--- src/hdl/aclr_consts.svh ---
`ifndef ACLR_CONSTS_SVH
`define ACLR_CONSTS_SVH

// ----------------------------------------
// remapped vector window
// ----------------------------------------
`define ACLR_VEC_LAST    32'h0000_001C
`define ACLR_WIN_LAST    32'h0000_003F
`define ACLR_WIN_W       6

// ----------------------------------------
// on-chip memories
// ----------------------------------------
`define ACLR_FLASH_BASE  32'h0000_0000
`define ACLR_FLASH_END_S 32'h0001_0000
`define ACLR_FLASH_END_L 32'h0008_0000
`define ACLR_SRAM_BASE   32'h4000_0000
`define ACLR_SRAM_END_S  32'h4000_4000
`define ACLR_SRAM_END_L  32'h4000_8000
`define ACLR_BOOT_BASE   32'h7FFF_E000
`define ACLR_EXT_BASE    32'h8000_0000

// ----------------------------------------
// peripheral areas and slots
// ----------------------------------------
`define ACLR_PB_BASE     32'hE000_0000
`define ACLR_HB_BASE     32'hFFE0_0000
`define ACLR_AREA_LSB    21
`define ACLR_SLOT_LSB    14
`define ACLR_SLOT_W      7
`define ACLR_NSLOT       128
`define ACLR_PB_USED     128'h8000_0000_0000_0000_0000_0000_0D00_2FBF
`define ACLR_PB_AD1      128'h0000_0000_0000_0000_0000_0000_0100_0000
`define ACLR_HB_USED     128'h8000_0000_0000_0000_0000_0000_0000_0000

`endif

--- src/hdl/aclr_pkg.sv ---
package aclr_pkg;

  // mapping modes; 2'h3 is not a legal mode
  typedef enum logic [1:0] {
    MAP_BOOT  = 2'h0,
    MAP_FLASH = 2'h1,
    MAP_RAM   = 2'h2
  } aclr_map_t;

  // memory or bus that serves an access
  typedef enum logic [2:0] {
    TGT_NONE  = 3'h0,
    TGT_FLASH = 3'h1,
    TGT_SRAM  = 3'h2,
    TGT_BOOT  = 3'h3,
    TGT_HB    = 3'h4,
    TGT_PB    = 3'h5
  } aclr_tgt_t;

  // whole registered state of the decoder
  typedef struct packed {
    logic         valid;
    logic         dabort;
    logic         pabort;
    aclr_tgt_t    tgt;
    logic [31:0]  addr;
    logic         wr;
    logic [1:0]   size;
    logic [127:0] hb_sel;
    logic [127:0] pb_sel;
    aclr_map_t    map;
  } aclr_state_t;

endpackage : aclr_pkg

--- src/hdl/aclr_slot_dec.sv ---
`timescale 1ns/10ps
`include "aclr_consts.svh"

module aclr_slot_dec (
  input  wire logic [6:0]   slot,  // slot index from address
  input  wire logic [127:0] used,  // slots that hold a peripheral
  output logic      [127:0] sel,   // one-hot select of assigned slot
  output logic              hit    // slot is assigned
);

  // ----------------------------------------
  // one compare per slot
  // ----------------------------------------
  genvar i;
  generate
    for (i = 0; i < `ACLR_NSLOT; i++) begin : g_slot
      assign sel[i] = used[i] && (slot == 7'(i));
    end
  endgenerate

  // any assigned slot matched
  assign hit = |sel;

endmodule : aclr_slot_dec

--- src/hdl/aclr_decoder.sv ---
`timescale 1ns/10ps
`include "aclr_consts.svh"

// How it works
// - both peripheral areas are 2 MB, split into 128 slots of 16 KB.
// - peripheral select comes from the slot index; slot 127 is system control.
// - peripheral registers are word aligned; no byte-lane steering is done.
// - eight exception vectors sit in words 0x00 to 0x1C.
// - remapped window spans 64 bytes, addresses 0x00 to 0x3F.
// - any reset selects boot loader mapping; boot vectors appear at zero.
// - user flash mapping leaves the window on flash.
// - user RAM mapping serves the window from the bottom of SRAM.
// - boot block sits at the top of on-chip space; all else fixed.
// - remapped memories stay reachable at their own addresses too.
// - the gap between flash end and SRAM aborts.
// - the gap between SRAM end and the boot block aborts.
// - the external memory area always aborts.
// - reserved bus space and unassigned peripheral slots abort.
// - aborts are data aborts for data, prefetch aborts for fetches.
// - fetches from any peripheral space give a prefetch abort.
// - undefined offsets inside an assigned slot do not abort.

module aclr_decoder
  import aclr_pkg::*;
#(
  parameter bit LARGE = 1'b1            // 512 KB flash, 32 KB SRAM part
) (
  input  wire logic          ref_clk,     // system clock
  input  wire logic          resetn,      // chip reset, active low
  input  wire logic          req_valid,   // core access request
  input  wire logic [31:0]   req_addr,    // access address
  input  wire logic          req_write,   // data write
  input  wire logic          req_fetch,   // instruction fetch
  input  wire logic [1:0]    req_size,    // byte, half, word
  input  wire logic          map_wr,      // mapping mode write strobe
  input  wire logic [1:0]    map_val,     // mapping mode written
  output logic               rsp_valid,   // answer to request
  output logic               rsp_dabort,  // data abort
  output logic               rsp_pabort,  // prefetch abort
  output aclr_tgt_t          rsp_tgt,     // serving target
  output logic [31:0]        rsp_addr,    // address at target
  output logic               rsp_write,   // write passed on
  output logic [1:0]         rsp_size,    // size passed on
  output logic [127:0]       hb_sel,      // high-speed bus slot select
  output logic [127:0]       pb_sel,      // peripheral_bus slot select
  output aclr_map_t          map_mode     // active mapping mode
);

  // ----------------------------------------
  // reset release
  // ----------------------------------------
  logic rst_metan;
  logic rst_syncn;

  // two flops release the asynchronous reset
  always_ff @(posedge ref_clk or negedge resetn) begin
    if (!resetn) begin
      rst_metan <= 1'b0;
      rst_syncn <= 1'b0;
    end else begin
      rst_metan <= 1'b1;
      rst_syncn <= rst_metan;
    end
  end

  // ----------------------------------------
  // area bases
  // ----------------------------------------
  // named copies so that the area and window bits can be sliced
  localparam logic [31:0] PB_BASE   = `ACLR_PB_BASE;
  localparam logic [31:0] HB_BASE   = `ACLR_HB_BASE;
  localparam logic [31:0] SRAM_BASE = `ACLR_SRAM_BASE;

  // ----------------------------------------
  // part size
  // ----------------------------------------
  logic [31:0]  flash_end;
  logic [31:0]  sram_end;
  logic [127:0] pb_used;
  logic [127:0] hb_used;

  // memory ends and populated slots of this part
  assign flash_end = LARGE ? `ACLR_FLASH_END_L : `ACLR_FLASH_END_S;
  assign sram_end  = LARGE ? `ACLR_SRAM_END_L : `ACLR_SRAM_END_S;
  assign pb_used   = LARGE ? `ACLR_PB_USED : (`ACLR_PB_USED & ~`ACLR_PB_AD1);
  assign hb_used   = `ACLR_HB_USED;

  // ----------------------------------------
  // region decode
  // ----------------------------------------
  logic [6:0]   slot;
  logic         in_win;
  logic         in_flash;
  logic         in_sram;
  logic         in_boot;
  logic         in_pb;
  logic         in_hb;
  logic         pb_hit;
  logic         hb_hit;
  logic [127:0] pb_dec;
  logic [127:0] hb_dec;
  logic         mem_ok;
  logic         per_ok;

  // slot index is address bits 20:14 in both areas
  assign slot     = req_addr[`ACLR_SLOT_LSB +: `ACLR_SLOT_W];

  // window holds the vectors 0x00..0x1C and 32 more bytes
  assign in_win   = req_addr <= `ACLR_WIN_LAST;
  assign in_flash = req_addr < flash_end;
  assign in_sram  = (req_addr >= `ACLR_SRAM_BASE) && (req_addr < sram_end);

  // boot block tops the on-chip space; gaps below it abort
  assign in_boot  = (req_addr >= `ACLR_BOOT_BASE) && (req_addr < `ACLR_EXT_BASE);
  assign in_pb    = req_addr[31:`ACLR_AREA_LSB] == PB_BASE[31:`ACLR_AREA_LSB];
  assign in_hb    = req_addr[31:`ACLR_AREA_LSB] == HB_BASE[31:`ACLR_AREA_LSB];

  // one slot decoder per peripheral area
  aclr_slot_dec u_pb_dec (
    .slot (slot),
    .used (pb_used),
    .sel  (pb_dec),
    .hit  (pb_hit)
  );

  aclr_slot_dec u_hb_dec (
    .slot (slot),
    .used (hb_used),
    .sel  (hb_dec),
    .hit  (hb_hit)
  );

  // flash, SRAM and boot block answer at their own addresses
  assign mem_ok = in_flash || in_sram || in_boot;

  // only assigned slots exist; reserved space falls through
  assign per_ok = (in_pb && pb_hit) || (in_hb && hb_hit);

  // ----------------------------------------
  // state update
  // ----------------------------------------
  aclr_state_t q;
  aclr_state_t next_q;

  // decode one request per cycle into the next answer
  always_comb begin
    next_q        = q;
    next_q.valid  = req_valid;
    next_q.dabort = 1'b0;
    next_q.pabort = 1'b0;
    next_q.tgt    = TGT_NONE;
    next_q.addr   = 32'h0000_0000;
    next_q.wr     = 1'b0;
    next_q.size   = 2'h0;
    next_q.hb_sel = '0;
    next_q.pb_sel = '0;
    // illegal code leaves the mode as it was
    if (map_wr && (map_val != 2'h3)) begin
      next_q.map = aclr_map_t'(map_val);
    end
    if (req_valid) begin
      next_q.size = req_size;
      next_q.wr   = req_write;
      if (in_win) begin
        unique case (q.map)
          MAP_BOOT: begin
            next_q.tgt  = TGT_BOOT;
            next_q.addr = `ACLR_BOOT_BASE | {26'h0, req_addr[5:0]};
          end
          MAP_RAM: begin
            next_q.tgt  = TGT_SRAM;
            next_q.addr = `ACLR_SRAM_BASE | {26'h0, req_addr[5:0]};
          end
          default: begin
            next_q.tgt  = TGT_FLASH;
            next_q.addr = req_addr;
          end
        endcase
      end else if (mem_ok) begin
        next_q.addr = req_addr;
        if (in_flash) begin
          next_q.tgt = TGT_FLASH;
        end else if (in_sram) begin
          next_q.tgt = TGT_SRAM;
        end else begin
          next_q.tgt = TGT_BOOT;
        end
      end else if (per_ok && !req_fetch) begin
        // registers are whole words; low address bits dropped
        next_q.addr   = {req_addr[31:2], 2'h0};
        // any offset inside an assigned slot reaches it
        next_q.tgt    = in_pb ? TGT_PB : TGT_HB;
        next_q.pb_sel = in_pb ? pb_dec : '0;
        next_q.hb_sel = in_hb ? hb_dec : '0;
      end else begin
        // refused: nothing selected, nothing written
        next_q.wr     = 1'b0;
        // fetch from peripheral space lands here too
        next_q.pabort = req_fetch;
        next_q.dabort = !req_fetch;
      end
    end
  end

  // whole state on one register; reset gives boot mapping
  always_ff @(posedge ref_clk or negedge rst_syncn) begin
    if (!rst_syncn) begin
      q <= '0;
    end else begin
      q <= next_q;
    end
  end

  // ----------------------------------------
  // outputs
  // ----------------------------------------
  // prefetch abort travels with the fetch answer for the core
  assign rsp_valid  = q.valid;
  assign rsp_dabort = q.dabort;
  assign rsp_pabort = q.pabort;
  assign rsp_tgt    = q.tgt;
  assign rsp_addr   = q.addr;
  assign rsp_write  = q.wr;
  assign rsp_size   = q.size;
  assign hb_sel     = q.hb_sel;
  assign pb_sel     = q.pb_sel;
  assign map_mode   = q.map;
endmodule : aclr_decoder

--- config.mk ---
export PLATFORM = sky130hd
export DESIGN_NAME = aclr_decoder
export DESIGN_NICKNAME = d
export VERILOG_FILES = /design/src/hdl/aclr_pkg.sv /design/src/hdl/aclr_slot_dec.sv /design/src/hdl/aclr_decoder.sv
export VERILOG_INCLUDE_DIRS = /design/src /design/src/hdl
export SDC_FILE = /design/constraint.sdc
export NUM_CORES = 1
export LEC_CHECK = 0
export BUFFER_PORTS_ARGS = -buffer_cell sky130_fd_sc_hd__buf_2
export CAP_MARGIN = 20
export CORE_AREA = 3 3 131 133
export DETAILED_ROUTE_END_ITERATION = 10
export DIE_AREA = 0 0 134 136
export PLACE_DENSITY = 0.68
export SLEW_MARGIN = 20
export SYNTH_ARGS = -nofsm -noshare
export SYNTH_HDL_FRONTEND = slang
export SYNTH_SLANG_ARGS = --single-unit
--- constraint.sdc ---
create_clock -name ref_clk -period 3.1 [get_ports ref_clk]
set_input_delay 0.31 -clock ref_clk [delete_from_list [all_inputs] [get_ports ref_clk]]
set_output_delay 0.31 -clock ref_clk [all_outputs]
set_load 0.03 [all_outputs]
# Word-level counts from Yosys, hierarchy flattened
# Cells that the tools add are included.
# word_totals
register_bits,301
latchBits,0
ramBits,0
romBits,0
inputBits,42
elab_cells,69
mem_count,0
# classes
addsub,0
multipliers,0
n_div,0
n_lt_le_gt_ge,6
eq_ne,19
n_shift,0
muxes,19
bitwise_logic,0
n_reduce_logical,13
# ops
operator,count
two-way mux 256 bit,3
two-way mux 296 bit,1
two-way mux 128 bit,2
two-way mux 35 bit,3
one-hot mux 34 bit (2 select lines),1
greater-or-equal comparator 32 x 31 -> 1 bit (second input constant),2
== test 7 x 4 -> 1 bit (second input constant),5
less-or-equal comparator 32 x 6 -> 1 bit (second input constant),1
less-than comparator 32 x 20 -> 1 bit (second input constant),1
less-than comparator 32 x 31 -> 1 bit (second input constant),1
less-than comparator 32 bit (second input constant),1
== test 11 bit (second input constant),2
== test 7 x 3 -> 1 bit (second input constant),3
== test 7 x 5 -> 1 bit (second input constant),3
OR reduction 16 bit,1
== test 7 x 2 -> 1 bit (second input constant),2
two-way mux 2 bit,4
== test 7 x 1 -> 1 bit (second input constant),1
== test 7 bit (second input constant),1
logical NOT 7 bit,1
logical AND 1 bit,6
two-way mux 1 bit,5
logical OR 1 bit,3
== test 2 bit (second input constant),1
other kinds (3),3

# Depth between registers and ports, before layout
# depth
word_depth,9
depth_mapped,7
mapped_depth_nobuf,5

# By module
# Synthesis repeated with hierarchy kept, for this count alone.
# hier_totals
cells_unflattened,1138
hier_area_um2,13106.3
# modules_own_cells
mod,instances,cells_each,area_each_um2,seq_area_each_um2
aclr_decoder,1,706,10003.3,7532.2
aclr_slot_dec,2,216,1551.5,0.0

# Worst setup path before layout
# No wires, ideal clock.
# synth_timing
kind,in2reg
startpoint,input port req_addr[28]
endpoint,register q (netlist bit pb_sel[27])
setup_ns,0.096
t_arrival_ns,1.900
required_ns,3.004
slack_ns,1.104
cell_stages,7
n_path_buf,2
cell_sequence,buf_2 > or4_4 > nor3_4 > nand3_2 > or2_1 > buf_6 > nor4_2
# synth_lines
element,line_no,rtl
from (decl),aclr_decoder.sv:31,"input wire logic [31:0] req_addr,"
to (signal assigned),aclr_decoder.sv:210,q <= next_q;
to (decl),aclr_decoder.sv:142,aclr_state_t q;

==> qor.csv <==
stage,metric,value,unit
yosys,sequential fraction of the synthesis area,0.3554,
timing,Pins Over Slew Limit,0,
pwr,Peak VDD IR,0.0002737,V
yosys,synthesized instance count,451,
route,antenna-violating nets left,0,
yosys,prevailing post-synth register cell,dfrtp_1,
pwr,leakage,2.636,nW
setup_path,Worst path max stage delay,650,ps
timing,crit share post-route,0.7099,
setup_path,CP cell instances,buf_2 -> or4_1 -> nor3_4 -> nand3_2 -> o211ai_2 -> buf_4 -> and4_1,
timing,highest achievable clock rate,454.4,MHz
route,routed wire length,9089,um
setup_path,crit path capture type,flop,
global_routing,first-pass GRT wire length,12160,um
run,Max-Cap Viols,0,
timing,final setup fails,0,
timing,Least-Margin Pin Slew,907.3,ps
route,DRT Pass-1 Iters,4,
global_routing,global route overflow,0,
placement,dpl cell area,4187,um^2
global_routing,busiest grt layer,met2,
timing,Relative slew margins,0.3951,
finish,Finished Layout Cells,772,
route,DR WL/cell,11.77,um
placement,GPL Wtd Cong,0.8037,
placement,Port Buf Inserts,101,
placement,Post-DP HPWL,7357,um
timing,setup_tns,0,ps
clocking,CTS sink cnt,62,
finish,layout cells sized above 1,0.2410,
die,die area,18220,um^2
hold_path,worst min-delay path class,in2reg,
clocking,Worst-Skew Late Latency,330,ps
global_routing,largest net degree at the start of global routing,43,
clocking,Worst-path clk slew,50,ps
setup_path,Required @ worst endpoint,3360,ps
outcome,status,completed,
route,vias per cell,3.475,
yosys,Synth area leaders,"buf_4, dfrtp_1, o2111a_1",
route,DRC viols,0,
finish,fin nets,593,
finish,ANT cells,0,
finish,Synth-to-Final Area Change,2.780,%
setup_path,critical path's slowest cell,or4_1,
setup_path,CP top delay family,simple AND/OR/NAND/NOR gates,
global_routing,met1 Use GR,0.09409,
yosys,synthesized area per cell,9.679,um^2
finish,Fill cells,1743,
timing,unrepaired setup endpoints after global routing,no,
setup_path,crit path max fanout,22,
pwr,Cell Pwr Density,513.2,nW/um^2
global_routing,gr usage total,0.08609,
setup_path,CP Class,in2reg,
finish,fin area,4487,um^2
clocking,Root Buffer,clkbuf_16,
yosys,ys async rst share,1.000,
clocking,CTS max path bufs,2,
die,Site Rows,46,
timing,post-layout min period,2201,ps
global_routing,vias in the first global route,2146,
yosys,synth warn,0,
yosys,Syn Std Cell Area,4365,um^2
clocking,CTS tree,built,
timing,Clock Skews,5.487,ps
global_routing,met2 GRT Util,0.1606,
yosys,unique cell type count in the Yosys netlist,42,
yosys,Synth top area share,0.4162,
pwr,Final Power,0.002303,W
timing,Final Hold Viols,0,
global_routing,GR Util met3,0.02443,
die,Die W,134,um
route,routed vias,2683,
die,CORE AREA,15940,um^2
die,Die Y,136,um
placement,Cells after DPL,755,
die,I/O pin count,341,
setup_path,critical path arrival,2460,ps
yosys,"FF+latch count, synth",62,
setup_path,CP startpoint kind,primary input,
yosys,Post-synth EDFFs,0,
clocking,H-tree depth,3,
global_routing,initial antenna violation count,0,
yosys,post-synth top area cell,buf_4,
setup_path,WP buf/inv,2,
finish,fin util,0.2814,
clocking,TritonCTS Buffers,9,
route,initial DRC count,128,
die,starting density of the core,0.2738,
[cell usage after synthesis, types with 2 or more instances]
master    count
o21ai_0       3
or3_1         2
nand2b_1      4
a21oi_1       3
buf_2         8
nor2_1       24
dfrtp_1      62
conb_1        2
nor3_1        6
nor2b_1       3
nand2_1      10
a31oi_1       2
nor4_2        4
or2_1         2
buf_4       242
nand4_1       5
clkbuf_1      5
and2_1        2
nor4_1        4
nand3_1       3
o2111a_1     18
inv_1         6
and4_1       12
[worst register-to-register path, stage by stage (launching register included)]
cell and delay [ps]:
dfrtp_1 400, nor2_1 240, nand4bb_2 230, nor2_4 390
o2111a_1 250
[report_power, final]
group / internal [W] / switching, W / leakage (nW)
logic: 0.0000394 / 0.000466 / 1.64
registers: 0.000818 / 0.0000159 / 0.851
clock network: 0.000614 / 0.000349 / 0.141
total: 0.00147 / 0.000831 / 2.64
[layout by cell type, fill, tap and decap left out, drive strengths merged, types with 3 or more instances in the layout]
master and count:
a21oi 3, and4 12, buf 106, clkbuf 9
clkinv 4, conb 240, dfrtp 62, inv 6
nand2 10, nand2b 4, nand3 4, nand4 5
nor2 25, nor2b 3, nor3 7, nor4 9
o2111a 18, o21ai 4
[logic make-up after synthesis]
group                  synth area share
buffers and inverters            0.4374
and+or+nand+nor                  0.1416
DFF                              0.3554
AOI/OAI and AO/OA               0.06391
other                          0.001720
[final cells by class]
cell class	count	area (um^2)	share of cell area
clock buffers	9	225.2	0.05020
clock inverters	7	65.06	0.01450
inverters	6	22.52	0.005020
multi-input cells	365	1798	0.4007
flip-flops and latches	62	1553	0.3461
well taps	216	270.3	0.06023
repair buffers	107	553.0	0.1233
[repair_timing]
action / in CTS / in global routing
setup endpoints to repair: 0 / 0
resized for setup: 0 / 0
hold buffers: 1 / 0
hold endpoints to repair: 2 / 0
buffers inserted: 0 / 0
[worst paths after layout]
check / from / to / slack (ps) / depth (start not counted)
max in group asynchronous: rst_syncn / pb_sel[4] / 1920 / 1
worst min-delay path: req_size[1] / rsp_size[1] / 190 / 2
worst max-delay path: req_addr[21] / rsp_addr[11] / 900 / 7
min in group asynchronous: resetn / rst_metan / 290 / 2
worst min register to register: rst_metan / rst_syncn / 350 / 0
worst max register to register: map_mode[0] / rsp_addr[28] / 1520 / 4
[sequential cells by signal, summed over array words and instances (netlist names)]
signal      flops
hb_sel          1
map_mode        2
pb_sel         16
rsp_addr       32
rsp_dabort      1
rsp_pabort      1
rsp_size        2
rsp_tgt         3
rsp_valid       1
rsp_write       1
rst_metan       1
rst_syncn       1
[per-layer routing]
layer / routed length, um / up-vias / share of wire
met5: 0 / - / 0
met2: 4842 / 196 / 0.53
met4: 108 / 0 / 0.012
met3: 967 / 9 / 0.11
li1: - / 1219 / -
met1: 3170 / 1259 / 0.35
[through the flow]
stage,hold slack (ps),worst slack (ps)
floorplan,14.41,1104
global placement,96.15,646.8
detailed placement,97.03,599.3
CTS,187.2,932.9
global route,197.4,705.8
finish,188.1,899.3
No activity file was read; power rests on OpenSTA's default activity.
